<file path="src/verilog/rss_pkg.sv">
// Constants and types for the reset source and supply monitor sequencer
// Contract
// - Reset halts core, loads register defaults
// - Data memory kept; stack pointer reset (core state here has neither)
// - Port latches all ones, open-drain, pullups on
// - Power and supply resets drive pin low
// - Exit: program counter cleared, internal oscillator
// - Exit: watchdog on, clock divided by twelve
// - Every reset fetches from address zero
// - Power-up waits threshold, then release delay
// - Power-on exit sets power-on flag
// - Other resets clear the power-on flag
// - Power-on enables both supply monitors
// - Supply below threshold holds reset, drives pin
// - Standard monitor state survives non-power resets
// - Level monitor always an active source
// - Unprotected flash write causes flash-error reset
// - Supply reset releases without power-on delay
package rss_pkg;

    // Timing
    localparam int CLK_PERIOD_NS = 10;
    localparam int POR_DELAY_US  = 100;
    localparam int POR_DELAY_CYC = (POR_DELAY_US * 1000) / CLK_PERIOD_NS;
    localparam int PULSE_NS      = 100;
    localparam int PULSE_CYC     =
        (PULSE_NS + CLK_PERIOD_NS - 1) / CLK_PERIOD_NS;

    // Register map, byte addresses
    localparam int         ADDR_W     = 8;
    localparam logic [7:0] ADDR_CTRL  = 8'h00;
    localparam logic [7:0] ADDR_CAUSE = 8'h04;

    // Field positions of supply_monitor_ctrl
    localparam int CTRL_EN_BIT   = 7;
    localparam int CTRL_STAT_BIT = 6;
    localparam int CTRL_HI_BIT   = 5;
    localparam int CTRL_LVL_BIT  = 4;
    // Field positions of reset_cause_reg
    localparam int CAUSE_POR_BIT = 1;
    localparam int CAUSE_SW_BIT  = 4;
    localparam int CAUSE_FLE_BIT = 6;

    // Bus answers
    localparam logic [1:0] RESP_OKAY   = 2'h0;
    localparam logic [1:0] RESP_SLVERR = 2'h2;

    typedef enum logic [2:0] {
        ST_POR_WAIT  = 3'b000,
        ST_POR_DELAY = 3'b001,
        ST_RUN       = 3'b010,
        ST_HOLD      = 3'b011,
        ST_PULSE     = 3'b100
    } rss_state_t;

    // State handed to the core and its peripherals
    typedef struct packed {
        logic        core_run;
        logic        pc_clear;
        logic [15:0] fetch_addr;
        logic        int_osc_sel;
        logic        wdt_en;
        logic [3:0]  wdt_div;
        logic        irq_tmr_off;
        logic [7:0]  port_latch;
        logic        port_od;
        logic        weak_pullup;
    } rss_core_t;

    localparam rss_core_t CORE_RST = '{
        core_run: 1'b0, pc_clear: 1'b1, fetch_addr: 16'h0000,
        int_osc_sel: 1'b1, wdt_en: 1'b1, wdt_div: 4'hc,
        irq_tmr_off: 1'b1, port_latch: 8'hff, port_od: 1'b1,
        weak_pullup: 1'b1};

endpackage

</file>
<file path="src/verilog/rss_reset_seq.sv">
// Reset sequencer with supply monitors and an AXI4-Lite register slave
`timescale 1ns/10ps
module rss_reset_seq import rss_pkg::*; #(
    parameter int POR_CYC = POR_DELAY_CYC,
    parameter int CNT_W   = 16
) (
    // Clock and power-on reset
    input  wire logic              aclk,
    input  wire logic              aresetn,
    // Supply monitor comparators, asynchronous
    input  wire logic              std_vdd_ok,
    input  wire logic              lvl_vdd_ok,
    // Monitor controls to the analog side
    output logic                   std_mon_en,
    output logic                   std_hi_sel,
    output logic                   lvl_mon_en,
    // Core side
    input  wire logic              flash_req,
    output rss_core_t              core,
    // Reset pin, open drain
    output logic                   rst_pin_o,
    output logic                   rst_pin_oe,
    // AXI4-Lite slave
    input  wire logic [ADDR_W-1:0] awaddr,
    input  wire logic              awvalid,
    output logic                   awready,
    input  wire logic [31:0]       wdata,
    input  wire logic [3:0]        wstrb,
    input  wire logic              wvalid,
    output logic                   wready,
    output logic [1:0]             bresp,
    output logic                   bvalid,
    input  wire logic              bready,
    input  wire logic [ADDR_W-1:0] araddr,
    input  wire logic              arvalid,
    output logic                   arready,
    output logic [31:0]            rdata,
    output logic [1:0]             rresp,
    output logic                   rvalid,
    input  wire logic              rready
);

    localparam logic [CNT_W-1:0] POR_LOAD = CNT_W'(POR_CYC - 1);
    localparam logic [CNT_W-1:0] PUL_LOAD = CNT_W'(PULSE_CYC - 1);

    rss_state_t        state;
    logic [CNT_W-1:0]  cnt;
    logic [1:0]        std_sync;
    logic [1:0]        lvl_sync;
    logic              std_sel;
    logic              por_flag;
    logic              sw_flag;
    logic              fle_flag;
    logic [ADDR_W-1:0] aw_addr;
    logic [7:0]        w_byte;
    logic              w_lane;
    logic              wr_go;
    logic              wr_ctrl;
    logic              wr_cause;
    logic              supply_bad;
    logic              flash_err;
    logic              sw_rst;

    // Two flops before any logic sees the comparators
    always_ff @(posedge aclk) begin
        if (!aresetn) begin
            std_sync <= 2'h0;
            lvl_sync <= 2'h0;
        end else begin
            std_sync <= {std_sync[0], std_vdd_ok};
            lvl_sync <= {lvl_sync[0], lvl_vdd_ok};
        end
    end

    // Reset sources; level monitor cannot be masked
    assign supply_bad = ~lvl_sync[1]
                      | (std_mon_en & std_sel & ~std_sync[1]);
    assign flash_err  = flash_req & (state == ST_RUN)
                      & ~(std_mon_en & std_hi_sel & std_sel);
    assign wr_go      = ~awready & ~wready & ~bvalid;
    assign wr_ctrl    = wr_go & w_lane & (aw_addr == ADDR_CTRL);
    assign wr_cause   = wr_go & w_lane & (aw_addr == ADDR_CAUSE);
    assign sw_rst     = wr_cause & w_byte[CAUSE_SW_BIT] & (state == ST_RUN);

    // Sequencer; release only ever on a clock edge
    always_ff @(posedge aclk) begin
        if (!aresetn) begin
            state <= ST_POR_WAIT;
            cnt   <= '0;
        end else begin
            case (state)
                ST_POR_WAIT: begin
                    if (!supply_bad) begin
                        state <= ST_POR_DELAY;
                        cnt   <= POR_LOAD;
                    end
                end
                ST_POR_DELAY: begin
                    if (supply_bad) begin
                        state <= ST_POR_WAIT;
                    end else if (cnt == '0) begin
                        state <= ST_RUN;
                    end else begin
                        cnt <= cnt - 1'b1;
                    end
                end
                ST_RUN: begin
                    if (supply_bad) begin
                        state <= ST_HOLD;
                    end else if (flash_err || sw_rst) begin
                        state <= ST_PULSE;
                        cnt   <= PUL_LOAD;
                    end
                end
                ST_HOLD: begin
                    if (!supply_bad) begin
                        state <= ST_RUN;
                    end
                end
                ST_PULSE: begin
                    if (supply_bad) begin
                        state <= ST_HOLD;
                    end else if (cnt == '0) begin
                        state <= ST_RUN;
                    end else begin
                        cnt <= cnt - 1'b1;
                    end
                end
                default: state <= ST_POR_WAIT;
            endcase
        end
    end

    // Cause flags; only power-on sets the power-on flag
    always_ff @(posedge aclk) begin
        if (!aresetn) begin
            por_flag <= 1'b0;
            sw_flag  <= 1'b0;
            fle_flag <= 1'b0;
        end else if (state == ST_POR_DELAY && !supply_bad
                     && cnt == '0) begin
            por_flag <= 1'b1;
            sw_flag  <= 1'b0;
            fle_flag <= 1'b0;
        end else if (state == ST_RUN && (supply_bad || flash_err
                                         || sw_rst)) begin
            por_flag <= 1'b0;
            sw_flag  <= sw_rst & ~supply_bad & ~flash_err;
            fle_flag <= flash_err & ~supply_bad;
        end
    end

    // Standard monitor enable and select survive internal resets
    always_ff @(posedge aclk) begin
        if (!aresetn) begin
            std_mon_en <= 1'b1;
            std_sel    <= 1'b1;
        end else begin
            if (wr_ctrl) begin
                std_mon_en <= w_byte[CTRL_EN_BIT];
            end
            if (wr_cause) begin
                std_sel <= w_byte[CAUSE_POR_BIT];
            end
        end
    end

    // Threshold select is an ordinary register: back to low on reset
    always_ff @(posedge aclk) begin
        if (!aresetn) begin
            std_hi_sel <= 1'b0;
            lvl_mon_en <= 1'b0;
        end else begin
            lvl_mon_en <= 1'b1;
            if (state != ST_RUN) begin
                std_hi_sel <= 1'b0;
            end else if (wr_ctrl) begin
                std_hi_sel <= w_byte[CTRL_HI_BIT];
            end
        end
    end

    // Core state; every field reloads CORE_RST whenever not running
    always_ff @(posedge aclk) begin
        if (!aresetn) begin
            core <= CORE_RST;
        end else if (state != ST_RUN) begin
            core <= CORE_RST;
        end else begin
            core.core_run    <= 1'b1;
            core.pc_clear    <= 1'b0;
            core.irq_tmr_off <= 1'b0;
        end
    end

    // Pin pulled low for power-on and supply resets only
    always_ff @(posedge aclk) begin
        if (!aresetn) begin
            rst_pin_o  <= 1'b0;
            rst_pin_oe <= 1'b1;
        end else begin
            rst_pin_o  <= 1'b0;
            rst_pin_oe <= (state == ST_POR_WAIT) || (state == ST_POR_DELAY)
                        || (state == ST_HOLD);
        end
    end

    // Write address and data channels, taken in either order
    always_ff @(posedge aclk) begin
        if (!aresetn) begin
            awready <= 1'b1;
            wready  <= 1'b1;
            aw_addr <= '0;
            w_byte  <= 8'h00;
            w_lane  <= 1'b0;
        end else begin
            if (awvalid && awready) begin
                awready <= 1'b0;
                aw_addr <= awaddr;
            end
            if (wvalid && wready) begin
                wready <= 1'b0;
                w_byte <= wdata[7:0];
                w_lane <= wstrb[0];
            end
            if (bvalid && bready) begin
                awready <= 1'b1;
                wready  <= 1'b1;
            end
        end
    end

    // Write response once both halves are in
    always_ff @(posedge aclk) begin
        if (!aresetn) begin
            bvalid <= 1'b0;
            bresp  <= RESP_OKAY;
        end else if (wr_go) begin
            bvalid <= 1'b1;
            bresp  <= (aw_addr == ADDR_CTRL || aw_addr == ADDR_CAUSE)
                    ? RESP_OKAY : RESP_SLVERR;
        end else if (bready) begin
            bvalid <= 1'b0;
        end
    end

    // Read channel, answer one cycle after the address
    always_ff @(posedge aclk) begin
        if (!aresetn) begin
            arready <= 1'b1;
            rvalid  <= 1'b0;
            rdata   <= 32'h0000_0000;
            rresp   <= RESP_OKAY;
        end else if (arvalid && arready) begin
            arready <= 1'b0;
            rvalid  <= 1'b1;
            rdata   <= 32'h0000_0000;
            rresp   <= RESP_OKAY;
            if (araddr == ADDR_CTRL) begin
                rdata[CTRL_EN_BIT]   <= std_mon_en;
                rdata[CTRL_STAT_BIT] <= std_sync[1];
                rdata[CTRL_HI_BIT]   <= std_hi_sel;
                rdata[CTRL_LVL_BIT]  <= lvl_mon_en;
            end else if (araddr == ADDR_CAUSE) begin
                rdata[CAUSE_POR_BIT] <= por_flag;
                rdata[CAUSE_SW_BIT]  <= sw_flag;
                rdata[CAUSE_FLE_BIT] <= fle_flag;
            end else begin
                rresp <= RESP_SLVERR;
            end
        end else if (rvalid && rready) begin
            rvalid  <= 1'b0;
            arready <= 1'b1;
        end
    end
endmodule

</file>
<file path="config.mk">
export PLATFORM = sky130hd
export DESIGN_NAME = rss_reset_seq
export DESIGN_NICKNAME = d
export VERILOG_FILES = /design/src/verilog/rss_pkg.sv /design/src/verilog/rss_reset_seq.sv
export SDC_FILE = /design/constraint.sdc
export NUM_CORES = 1
export LEC_CHECK = 0
export BUFFER_PORTS_ARGS = -buffer_cell sky130_fd_sc_hd__buf_2
export CORE_MARGIN = 2
export CORE_UTILIZATION = 35
export CTS_BUF_LIST = sky130_fd_sc_hd__clkbuf_8
export CTS_CLUSTER_DIAMETER = 30
export DETAILED_ROUTE_END_ITERATION = 8
export PLACE_DENSITY = 0.62
export SETUP_SLACK_MARGIN = 0.4
export SLEW_MARGIN = 25
export SYNTH_ARGS = -nofsm -noshare
export SYNTH_HDL_FRONTEND = slang
export SYNTH_SLANG_ARGS = --single-unit
</file>
<file path="constraint.sdc">
create_clock -name aclk -period 3 [get_ports aclk]
set_clock_uncertainty 0.15 [all_clocks]
set_input_delay 0.3 -clock aclk [delete_from_list [all_inputs] [get_ports aclk]]
set_output_delay 0.3 -clock aclk [all_outputs]
set_load 0.01 [all_outputs]
</file>
==> results by group, run 1 <==
GRT
  • Global Route Usage Sum: between 10 and 15%
  • Largest net degree at the start of global routing: 21
  • First-pass GRT wire length: around 12000 um
  • Number of global-route vias before repair: approximately 2500
  • Grt total ovfl: 0
  • Initial antenna violation count: 0

Die
  • I/O pin count: 143
  • Die Area: ~0.010 mm2
  • Initial core utilization: 36.5%
  • Core area: approximately 0.0088 mm2
  • Die Height: 99.8 um
  • Std cell rows: 34
  • Die width: 99.8 um

Synth
  • Synth Area in Compound Gates: a little over a fifth
  • Seq cells post-synth: slightly below 60
  • Seq/Total Area, Yosys: 36.2%
  • Ys Warns: 0
  • Number of enable flip-flop cells after synthesis: 0
  • Mux share of post-synthesis cell area: around 1.9%
  • Synth Cell Area: 0.00321 mm2
  • Ys flop type: dfxtp_1
  • Post-synthesis cell count: between 300 and 400
  • Avg Synthesized Cell Area: ~8.4 um2
  • Largest family of logic cells by synthesized area: simple AND/OR/NAND/NOR gates
  • Synth Area in Adders: less than 1%
  • Synth cell types: 62
  • XOR/XNOR Fraction of Synth Area: 0.273%
  • Simple-Gate Fraction of Synth Area: a little over a fifth
  • Asr flop ratio synth: 0%

STA
  • Final critical-path setup slack: around 430 ps
  • Max-slew headroom: 51.4%
  • Min cycle time layout: between 2000 and 3000 ps
  • Unrepaired setup endpoints after global routing: yes
  • Final Hold Fails: 0
  • Final period util: between 80 and 90%
  • Worst-margin pin slew: roughly 730 ps
  • Setup Viol. Count Final: 0
  • Minimum hold slack: 23.5 ps
  • Setup TNS: 0 ps
  • Max Clock Freq: 0.390 GHz
  • Slew Limit Fails: 0

Detailed routing
  • DR vias/cell: a little under 5
  • First drt pass iteration count: 4
  • Routed WL: a little over 7000 um
  • Final ANT Viol Nets: 0
  • WL/cell: approximately 13 um
  • First DRT Iteration DRCs: 180
  • # DRC: 0
  • DR vias: between 2000 and 3000

Pwr
  • Leakage power: between 0.0015 and 0.002 uW
  • PwrDens: between 400 and 500 mW/mm2
  • Peak supply drop: between 200 and 250 uV
  • Total chip power: 1830 uW

Clock tree
  • Maximum clock insertion buffer count: 2
  • Clock latency on the worst-skew pair: 330 ps
  • Number of clock sinks: between 50 and 60
  • CTS root buf: clkbuf_8
  • CTS tree: done
  • Num CTS Buffers: 9
  • Hold buffers post-CTS: 0
  • Worst-path clk slew: 70 ps
  • CTS H-tree lvls: 3

Worst setup path
  • Worst setup SP type: flop
  • FF-to-FF path depth: 9
  • RR Endpoint: cnt[10]
  • RR Startpoint: cnt[0]
  • Crit path required time: just over 3000 ps
  • CP arrival: about 2600 ps
  • Critical path peak fanout: 7
  • Setup slack, reg-to-reg: between 400 and 500 ps
  • Critical path class: flop to flop
  • Crit path capture type: flop

Placement
  • Post-DP HPWL: 5150 um
  • Number of port buffers: a little under 50
  • Routability Congestion: about 0.85
  • Pre-CTS setup slack: 307 ps
  • Placed cells: 530

Hold path
  • Min-delay src: lvl_vdd_ok
  • HP Class: input pin to flop
  • WHS Path Cells: 2
  • Worst Hold Path EP: lvl_sync[0]

Final layout
  • Area delta synth->final: 15.7%
  • N_diodes: 0
  • Layout Cells excl Fill: 553
  • Layout cells sized above 1: 25.2%
  • Final #Nets: between 500 and 600

Job
  • Max Cap Viol: 0

Status
  • Outcome: complete, no violations
cell type report:
cell class	instances	area (um2)
Fill cell	896	5090
Multi-Input combinational cell	293	1750
Sequential cell	58	1170
Timing Repair Buffer	68	395
Clock buffer	10	138
Tap cell	108	135
Clock inverter	6	90.1
Inverter	10	40.0
how the worst max path moves through the flow:
stage | start | to | slack (ps)
global placement | cnt[1] | cnt[2] | 310
global route | cnt[0] | cnt[13] | 340
floorplan | cnt[1] | cnt[0] | 260
detailed placement | cnt[1] | cnt[2] | 310
finish | cnt[0] | cnt[10] | 430
CTS | cnt[1] | cnt[13] | 390
cells in the mapped netlist, drive strengths merged (5+ instances only):
cell	count	share of area, %
nand3	19	3.0
a31oi	8	1.6
nor4	8	2.0
nor3	15	2.3
clkbuf	13	1.5
inv	8	0.94
a21oi	30	4.7
a211oi	7	2.3
o21ai	5	0.78
nor2	19	2.2
buf	67	16
nand2	40	4.7
o41ai	5	1.4
dfxtp	58	36
and2	7	1.4
mux2i	6	1.9
placed cells by master, fill, tap and decap left out, types with 3 or more instances in the layout:
master,Yosys,routed
nor3_1,15,15
dfxtp_1,58,56
a21oi_1,30,30
conb_1,2,62
nand2b_1,3,3
inv_1,8,6
and2_1,7,7
mux2i_1,6,6
nor4_1,7,7
a31oi_1,8,7
o2111ai_1,3,3
nand2_1,40,40
o41ai_1,5,5
buf_4,63,17
or3_1,4,3
a22oi_1,3,3
o21a_1,3,3
clkbuf_8,0,10
o21ai_0,5,5
and3_1,3,3
nor2_1,19,19
a211oi_2,4,5
buf_2,0,49
nand3_1,19,19
critical path, cell delays in order (launching register included):
cell and delay (ps):
dfxtp_4 360, inv_4 60, ha_4 120, or3b_4 400, nor4b_4 260, buf_4 190, a31oi_4 90, or3_4 430
buf_6 150, a211o_1 240
cells by family after synthesis:
family,Yosys count
buffers and inverters,90
XOR/XNOR,1
adder cells (fa/ha/maj),2
other,2
AND/OR/NAND/NOR,131
flip-flops,58
AO/OA/AOI/OAI,91
multiplexers,6
per-stage QoR:
step,instance area [um2],util [%]
floorplan,3490,-
global placement,3400,38.6
detailed placement,3400,38.6
CTS,3650,41.5
global route,3710,42.2
finish,3710,42.2
where the power goes:
group          total [uW]  internal (uW)  switching, uW
registers             813            793           20.3
logic                 212           76.9            135
clock network         809            491            318
flip-flops by register name (all words and copies together), names as in the netlist, 2 cells and up:
name / count
state: 3
std_sync: 2
core: 2
aw_addr: 8
w_byte: 4
cnt: 16
rdata: 5
lvl_sync: 2
per-layer routing:
layer | routed length (um) | vias to the layer above | track usage, %
met5 | 0 | - | 0
met4 | 87 | 0 | 5.06
met3 | 392 | 11 | 3.20
met2 | 3420 | 106 | 22.8
met1 | 3170 | 1261 | 19.1
li1 | - | 1369 | -
what timing repair did:
item | in CTS | in global routing
setup buffers | 3 | 4
pin swaps | 2 | 3
endpoints found under the setup margin | 13 | 18
gates resized for setup | 2 | 7
endpoints found under the hold margin | 0 | 0
No activity file was read; power rests on OpenSTA's default activity.
==> run 2: changes to the inputs <==
Settings changed: CELL_PAD_IN_SITES_DETAIL_PLACEMENT set to 1, CELL_PAD_IN_SITES_GLOBAL_PLACEMENT set to 2, CORE_UTILIZATION 35 to 24, PLACE_DENSITY 0.62 to 0.75.
==> results by group, run 2 (same netlist as run 1, synthesis figures left out) <==
Detailed routing
  • # DRC: 0 (unchanged)
  • DR vias/cell: 4.50 (-9.3%)
  • Routed WL: 8600 um (+22%)
  • Final ANT Viol Nets: 0 (unchanged)
  • First drt pass iteration count: 4 (unchanged)
  • DR vias: 2820 (+2.7%)
  • WL/cell: 13.7 um (+7.4%)
  • First DRT Iteration DRCs: 105 (-42%)

Hold path
  • HP Class: input pin to flop

Final layout
  • N_diodes: 0 (unchanged)
  • Largest registers: cnt: 16 flops, aw_addr: 8 flops, rdata: 5 flops
  • Layout cells sized above 1: 25.3% (+0.16 points)
  • Final #Nets: 509 (+1.2%)
  • Area delta synth->final: 17.8%
  • Max reg flops: 16 (unchanged)
  • Most common cell after layout, fill and taps aside: conb_1
  • Largest Register: cnt
  • Highest-count cells in the layout ignoring fill and taps: 62 x conb_1, 56 x dfxtp_1, 49 x buf_2

STA
  • Worst-margin pin slew: 787 ps (+60.9 ps)
  • Slew Limit Fails: 0 (unchanged)
  • Final period util: 85.4% (about the same)
  • Setup TNS: 0 ps (unchanged)
  • Min cycle time layout: 2560 ps (-2.23 ps)
  • Final Hold Fails: 0 (unchanged)
  • Max-slew headroom: 47.3% (-4.1 points)
  • Unrepaired setup endpoints after global routing: yes
  • Setup Viol. Count Final: 0 (unchanged)
  • Max Clock Freq: 0.390 GHz (about the same)
  • Final critical-path setup slack: 437 ps (+2.23 ps)
  • Minimum hold slack: 43.1 ps (+19.6 ps)

GRT
  • Grt total ovfl: 0 (unchanged)
  • Initial antenna violation count: 0 (unchanged)
  • First-pass GRT wire length: 14000 um (+20%)
  • Largest net degree at the start of global routing: 31 (+48%)
  • Global Route Usage Sum: 12.3% (-2.0 points)
  • Number of global-route vias before repair: 2915 (+17%)

Clock tree
  • Clock latency on the worst-skew pair: 340 ps (about the same)
  • CTS tree: done
  • Worst-path clk slew: 60 ps (about the same)
  • Maximum clock insertion buffer count: 2 (unchanged)
  • Num CTS Buffers: 9 (unchanged)
  • CTS H-tree lvls: 3 (unchanged)
  • Number of clock sinks: 58 (unchanged)
  • CTS root buf: clkbuf_8

Pwr
  • PwrDens: 443 mW/mm2 (-10%)
  • Peak supply drop: 173 uV (-28%)
  • Leakage power: 0.00161 uW (+0.68%)

Worst setup path
  • Crit path required time: 3080 ps (about the same)
  • CP arrival: 2650 ps (about the same)
  • FF-to-FF path depth: 9 (unchanged)
  • Critical path class: flop to flop
  • RR Endpoint: cnt[0]
  • RR Startpoint: cnt[1]
  • Setup slack, reg-to-reg: 440 ps (about the same)
  • Critical path peak fanout: 8 (+1)
  • Worst setup SP type: flop
  • Crit path capture type: flop
  • Critical Path End: cnt[0]
  • Critical path origin: cnt[1]

Placement
  • Routability Congestion: 0.782 (-7.5%)
  • Pre-CTS setup slack: 133 ps (-173 ps)
  • Post-DP HPWL: 6410 um (+25%)
  • Number of port buffers: 49 (unchanged)

Die
  • Die Area: 0.0143 mm2 (+44%)
  • Die Height: 120 um (+20%)
  • I/O pin count: 143 (unchanged)
  • Initial core utilization: 24.4% (-12 points)
  • Std cell rows: 42 (+24%)
  • Core area: 0.0131 mm2 (+49%)
  • Die width: 120 um (+20%)

Job
  • Max Cap Viol: 0 (unchanged)

Status
  • Outcome: complete, no violations
run 2: final cells by class:
type,instances,area [um2]
Sequential cell,58,1160
Clock buffer,11,151
Inverter,10,37.5
Clock inverter,4,20.0
Multi-Input combinational cell,293,1740
Fill cell,1631,9350
Timing Repair Buffer,74,452
Tap cell,176,220
run 2: worst max-delay path, cell delays in order, from the launching register on:
cell and delay, ps:
dfxtp_2 330, inv_2 80, ha_4 130, or3b_4 400, nor4b_4 280, buf_12 160
a31oi_4 80, or3_4 460, buf_4 180, o211a_1 200
run 2: layer usage:
layer / routed length (um) / up-vias / global-route usage, % / part of all wire, %
met5: 0 / - / 0 / 0
met4: 121 / 0 / 4.26 / 1.4
met3: 384 / 10 / 3.33 / 4.5
met2: 4470 / 61 / 22.6 / 52
met1: 3620 / 1369 / 13.6 / 42
li1: - / 1380 / - / -
run 2: what timing repair did:
action                                  in CTS  in global routing
buffers inserted                             4                  4
endpoints found under the hold margin        1                  0
pin swaps                                    2                  1
hold buffers                                 1                  0
gates resized for setup                      2                  2
endpoints found under the setup margin      16                 11
run 2: power breakdown:
group	leakage, uW	total [uW]	switching [uW]	internal [uW]
logic	0.00105	225	141	84.2
registers	0.000473	815	21.1	794
clock network	0.0000938	638	305	332
run 2: worst min-delay path by stage:
| stage | startpoint | end | slack, ps | depth (start not counted) |
|---|---|---|---|---|
| after floorplan | aresetn | lvl_mon_en | 180 | 0 |
| after global placement | lvl_sync[0] | lvl_sync[1] | 270 | 1 |
| after detailed placement | std_sync[0] | std_sync[1] | 280 | 1 |
| after CTS | lvl_vdd_ok | lvl_sync[0] | 20 | 2 |
| after global routing | lvl_vdd_ok | lvl_sync[0] | 30 | 2 |
| final | lvl_vdd_ok | lvl_sync[0] | 40 | 2 |
run 2: per-stage QoR:
step	instance area, um2	power [uW]	instances	util [%]
floorplan	3490	1020	441	-
global route	3780	1770	626	28.8
CTS	3740	1700	622	28.5
detailed placement	3520	1040	602	26.8
global placement	3520	1040	602	26.8
finish	3780	1680	626	28.8
==> run 3: changes to the inputs <==
Settings changed: ABC_AREA set to 1, CORE_UTILIZATION 24 to 23, MAX_ROUTING_LAYER set to met4, PLACE_DENSITY 0.75 to 0.76.
==> results by group, run 3 <==
Synth
  • Synth top area cells: dfxtp_1 34%, buf_4 14%, nand2_1 13%, nor2_1 10%, nand3_1 6.2%
  • Number of enable flip-flop cells after synthesis: 0 (unchanged)
  • Seq/Total Area, Yosys: 34.2% (-2.0 points)
  • Synth Cell Area: 0.00339 mm2 (+5.7%)
  • Avg Synthesized Cell Area: 6.63 um2 (-21%)
  • Asr flop ratio synth: 0% (unchanged)
  • Post-synthesis cell count: 512 (+34%)
  • Ys flop type: dfxtp_1
  • Yosys top cell area share: 34.2% (-2.0 points)
  • Seq cells post-synth: 58 (unchanged)
  • Synth cell types: 32 (-48%)
  • Post-synth top cells: 119 x nand2_1, 93 x nor2_1, 65 x buf_4
  • Area leader, netlist: dfxtp_1
  • Most numerous cell in the Yosys netlist: nand2_1
  • Ys Warns: 0 (unchanged)

Detailed routing
  • First drt pass iteration count: 4 (unchanged)
  • # DRC: 0 (unchanged)
  • DR vias/cell: 4.06 (-9.8%)
  • WL/cell: 11.2 um (-18%)
  • Routed WL: 8420 um (-2.1%)
  • DR vias: 3043 (+7.9%)
  • First DRT Iteration DRCs: 113 (+7.6%)
  • Final ANT Viol Nets: 0 (unchanged)

Die
  • I/O pin count: 143 (unchanged)
  • Die width: 125 um (+4.9%)
  • Die Area: 0.0157 mm2 (+10%)
  • Std cell rows: 44 (+4.8%)
  • Die Height: 125 um (+4.9%)
  • Core area: 0.0145 mm2 (+10%)
  • Initial core utilization: 23.4% (-0.99 points)

Final layout
  • Area delta synth->final: 12.3%
  • Largest Register: cnt
  • Max reg flops: 16 (unchanged)
  • Most common cell after layout, fill and taps aside: nand2_1
  • Largest registers: cnt: 16 flops, aw_addr: 8 flops, rdata: 5 flops
  • Final #Nets: 624 (+23%)
  • Fin area: 0.00381 mm2 (+0.73%)
  • Post-layout util: 26.3% (-2.5 points)
  • Layout Cells excl Fill: 749 (+20%)
  • Highest-count cells in the layout ignoring fill and taps: 119 x nand2_1, 93 x nor2_1, 62 x conb_1
  • Layout cells sized above 1: 15.4% (-9.9 points)
  • N_diodes: 0 (unchanged)

STA
  • Setup TNS: 0 ps (unchanged)
  • Max-slew headroom: 45.0% (-2.4 points)
  • Unrepaired setup endpoints after global routing: no
  • Final Hold Fails: 0 (unchanged)
  • Max Clock Freq: 0.437 GHz (+12%)
  • Min cycle time layout: 2290 ps (-277 ps)
  • Setup Viol. Count Final: 0 (unchanged)
  • Worst-margin pin slew: 818 ps (+31.0 ps)
  • Final period util: 76.2% (-9.2 points)
  • Minimum hold slack: 55.9 ps (+12.9 ps)
  • Slew Limit Fails: 0 (unchanged)

Worst setup path
  • Crit path capture type: flop
  • Worst path cell trace: inv_1 -> nand3_2 -> nand2_2 -> nand3_1 -> nand2_1 -> nor2_4 -> nand2_4 -> inv_1 -> nor2_1 -> nor2_1
  • Worst path depth: 10 (+1)
  • Critical path class: flop to flop
  • Worst setup SP type: flop
  • Critical path's slowest cell: dfxtp_1
  • Max incr delay on CP: 470 ps (about the same)
  • Critical path origin: state[1]
  • Crit path buffers/inverters: 2 (-1)
  • Crit path required time: 3130 ps (+50 ps)
  • Critical path peak fanout: 16 (+8)
  • FF-to-FF path depth: 10 (+1)
  • CP arrival: 2420 ps (-230 ps)
  • Critical Path End: cnt[6]
  • Setup slack, reg-to-reg: 710 ps (+280 ps)
  • CP top delay family: simple AND/OR/NAND/NOR gates
  • RR Startpoint: state[1]
  • RR Endpoint: cnt[6]

GRT
  • First-pass GRT wire length: 14200 um (+1.7%)
  • Global Route Usage Sum: 11.4% (-0.93 points)
  • Most Crowded Layer GR: met2
  • Grt total ovfl: 0 (unchanged)
  • GRT met2 Usage: 19.0% (-3.6 points)
  • Largest net degree at the start of global routing: 40 (+29%)
  • M1 GR Usage: 13.3% (-0.34 points)
  • GRT met3 Usage: 1.97% (-1.4 points)
  • Initial antenna violation count: 0 (unchanged)
  • Number of global-route vias before repair: 3118 (+7.0%)

Job
  • Max Cap Viol: 0 (unchanged)

Clock tree
  • CTS root buf: clkbuf_8
  • Number of clock sinks: 58 (unchanged)
  • Maximum clock insertion buffer count: 2 (unchanged)
  • Num CTS Buffers: 9 (unchanged)
  • Clock latency on the worst-skew pair: 350 ps (about the same)
  • Post-CTS Setup Inserts: 0 (-4)
  • CTS tree: done
  • CTS H-tree lvls: 3 (unchanged)
  • Worst-path clk slew: 70 ps (about the same)

Placement
  • Number of port buffers: 49 (unchanged)
  • Post-DP HPWL: 6320 um (-1.4%)
  • Placed cells: 732 (+22%)
  • Post-place instance area: 0.00355 mm2 (+0.75%)
  • Routability Congestion: 0.824 (+5.5%)

Pwr
  • PwrDens: 526 mW/mm2 (+19%)
  • Leakage power: 0.00186 uW (+15%)
  • Peak supply drop: 212 uV (+23%)

Hold path
  • HP Class: input pin to flop

Status
  • Outcome: complete, no violations
run 3: cell types whose count changed in the layout (fill, tap and decap cells not counted), sizes merged, moves of 8 or more:
cell,before,now
nand3,19,45
nand2,40,126
a21oi,30,18
a31oi,8,0
nor3,15,2
nor2,19,98
o21ai,5,23
inv,10,46
buf,73,50
run 3: cell type report:
class | instances | area [um2]
clock buffer | 10 | 138
timing repair buffer | 52 | 273
tap | 184 | 230
clock inverter | 5 | 103
fill | 1868 | 10700
inverter | 46 | 173
sequential | 58 | 1160
multi-input combinational | 394 | 1730
run 3: worst min-delay path, stage by stage:
cell	delay, ps
buf_2	80
a21oi_1	80
nand2_1	60
run 3: worst min-delay path by stage:
stage / from / endpoint / depth (start not counted)
global placement: std_sync[0] / std_sync[1] / 2
CTS: bready / awready / 3
detailed placement: std_sync[0] / std_sync[1] / 2
finish: bready / wready / 3
floorplan: aresetn / lvl_mon_en / 0
global route: bready / wready / 3
run 3: power breakdown:
part           internal [uW]  switching [uW]
logic                   88.3             185
clock network            568             334
registers                804            23.1
run 3: repair_timing:
action	CTS	global route
hold endpoints to repair	2	0
hold buffers	2	0
endpoints found under the setup margin	0	6
gates resized for setup	0	1
run 3: cells by family (layout without fill, tap and decap cells):
| group | after synthesis | after routing | synth area share (%) |
|---|---|---|---|
| AO/OA/AOI/OAI | 46 | 46 | 7.15 |
| XOR/XNOR | 2 | 2 | 0.516 |
| adder cells (fa/ha/maj) | 1 | 1 | 0.369 |
| buffers and inverters | 120 | 113 | 21.4 |
| flip-flops | 58 | 58 | 34.2 |
| other | 2 | 62 | 0.221 |
| AND/OR/NAND/NOR | 283 | 283 | 36.2 |
run 3: layer usage:
layer | share of wire [%] | wire (um)
met5 | 0 | 0
met4 | 2.2 | 182
met3 | 3.9 | 330
met2 | 47 | 3950
met1 | 47 | 3960
run 3: stage by stage:
stage | setup WS [ps] | total power, uW
floorplan | 1340 | 1100
global placement | 663 | 1110
detailed placement | 573 | 1120
CTS | 532 | 2030
global route | 439 | 2110
finish | 714 | 2000
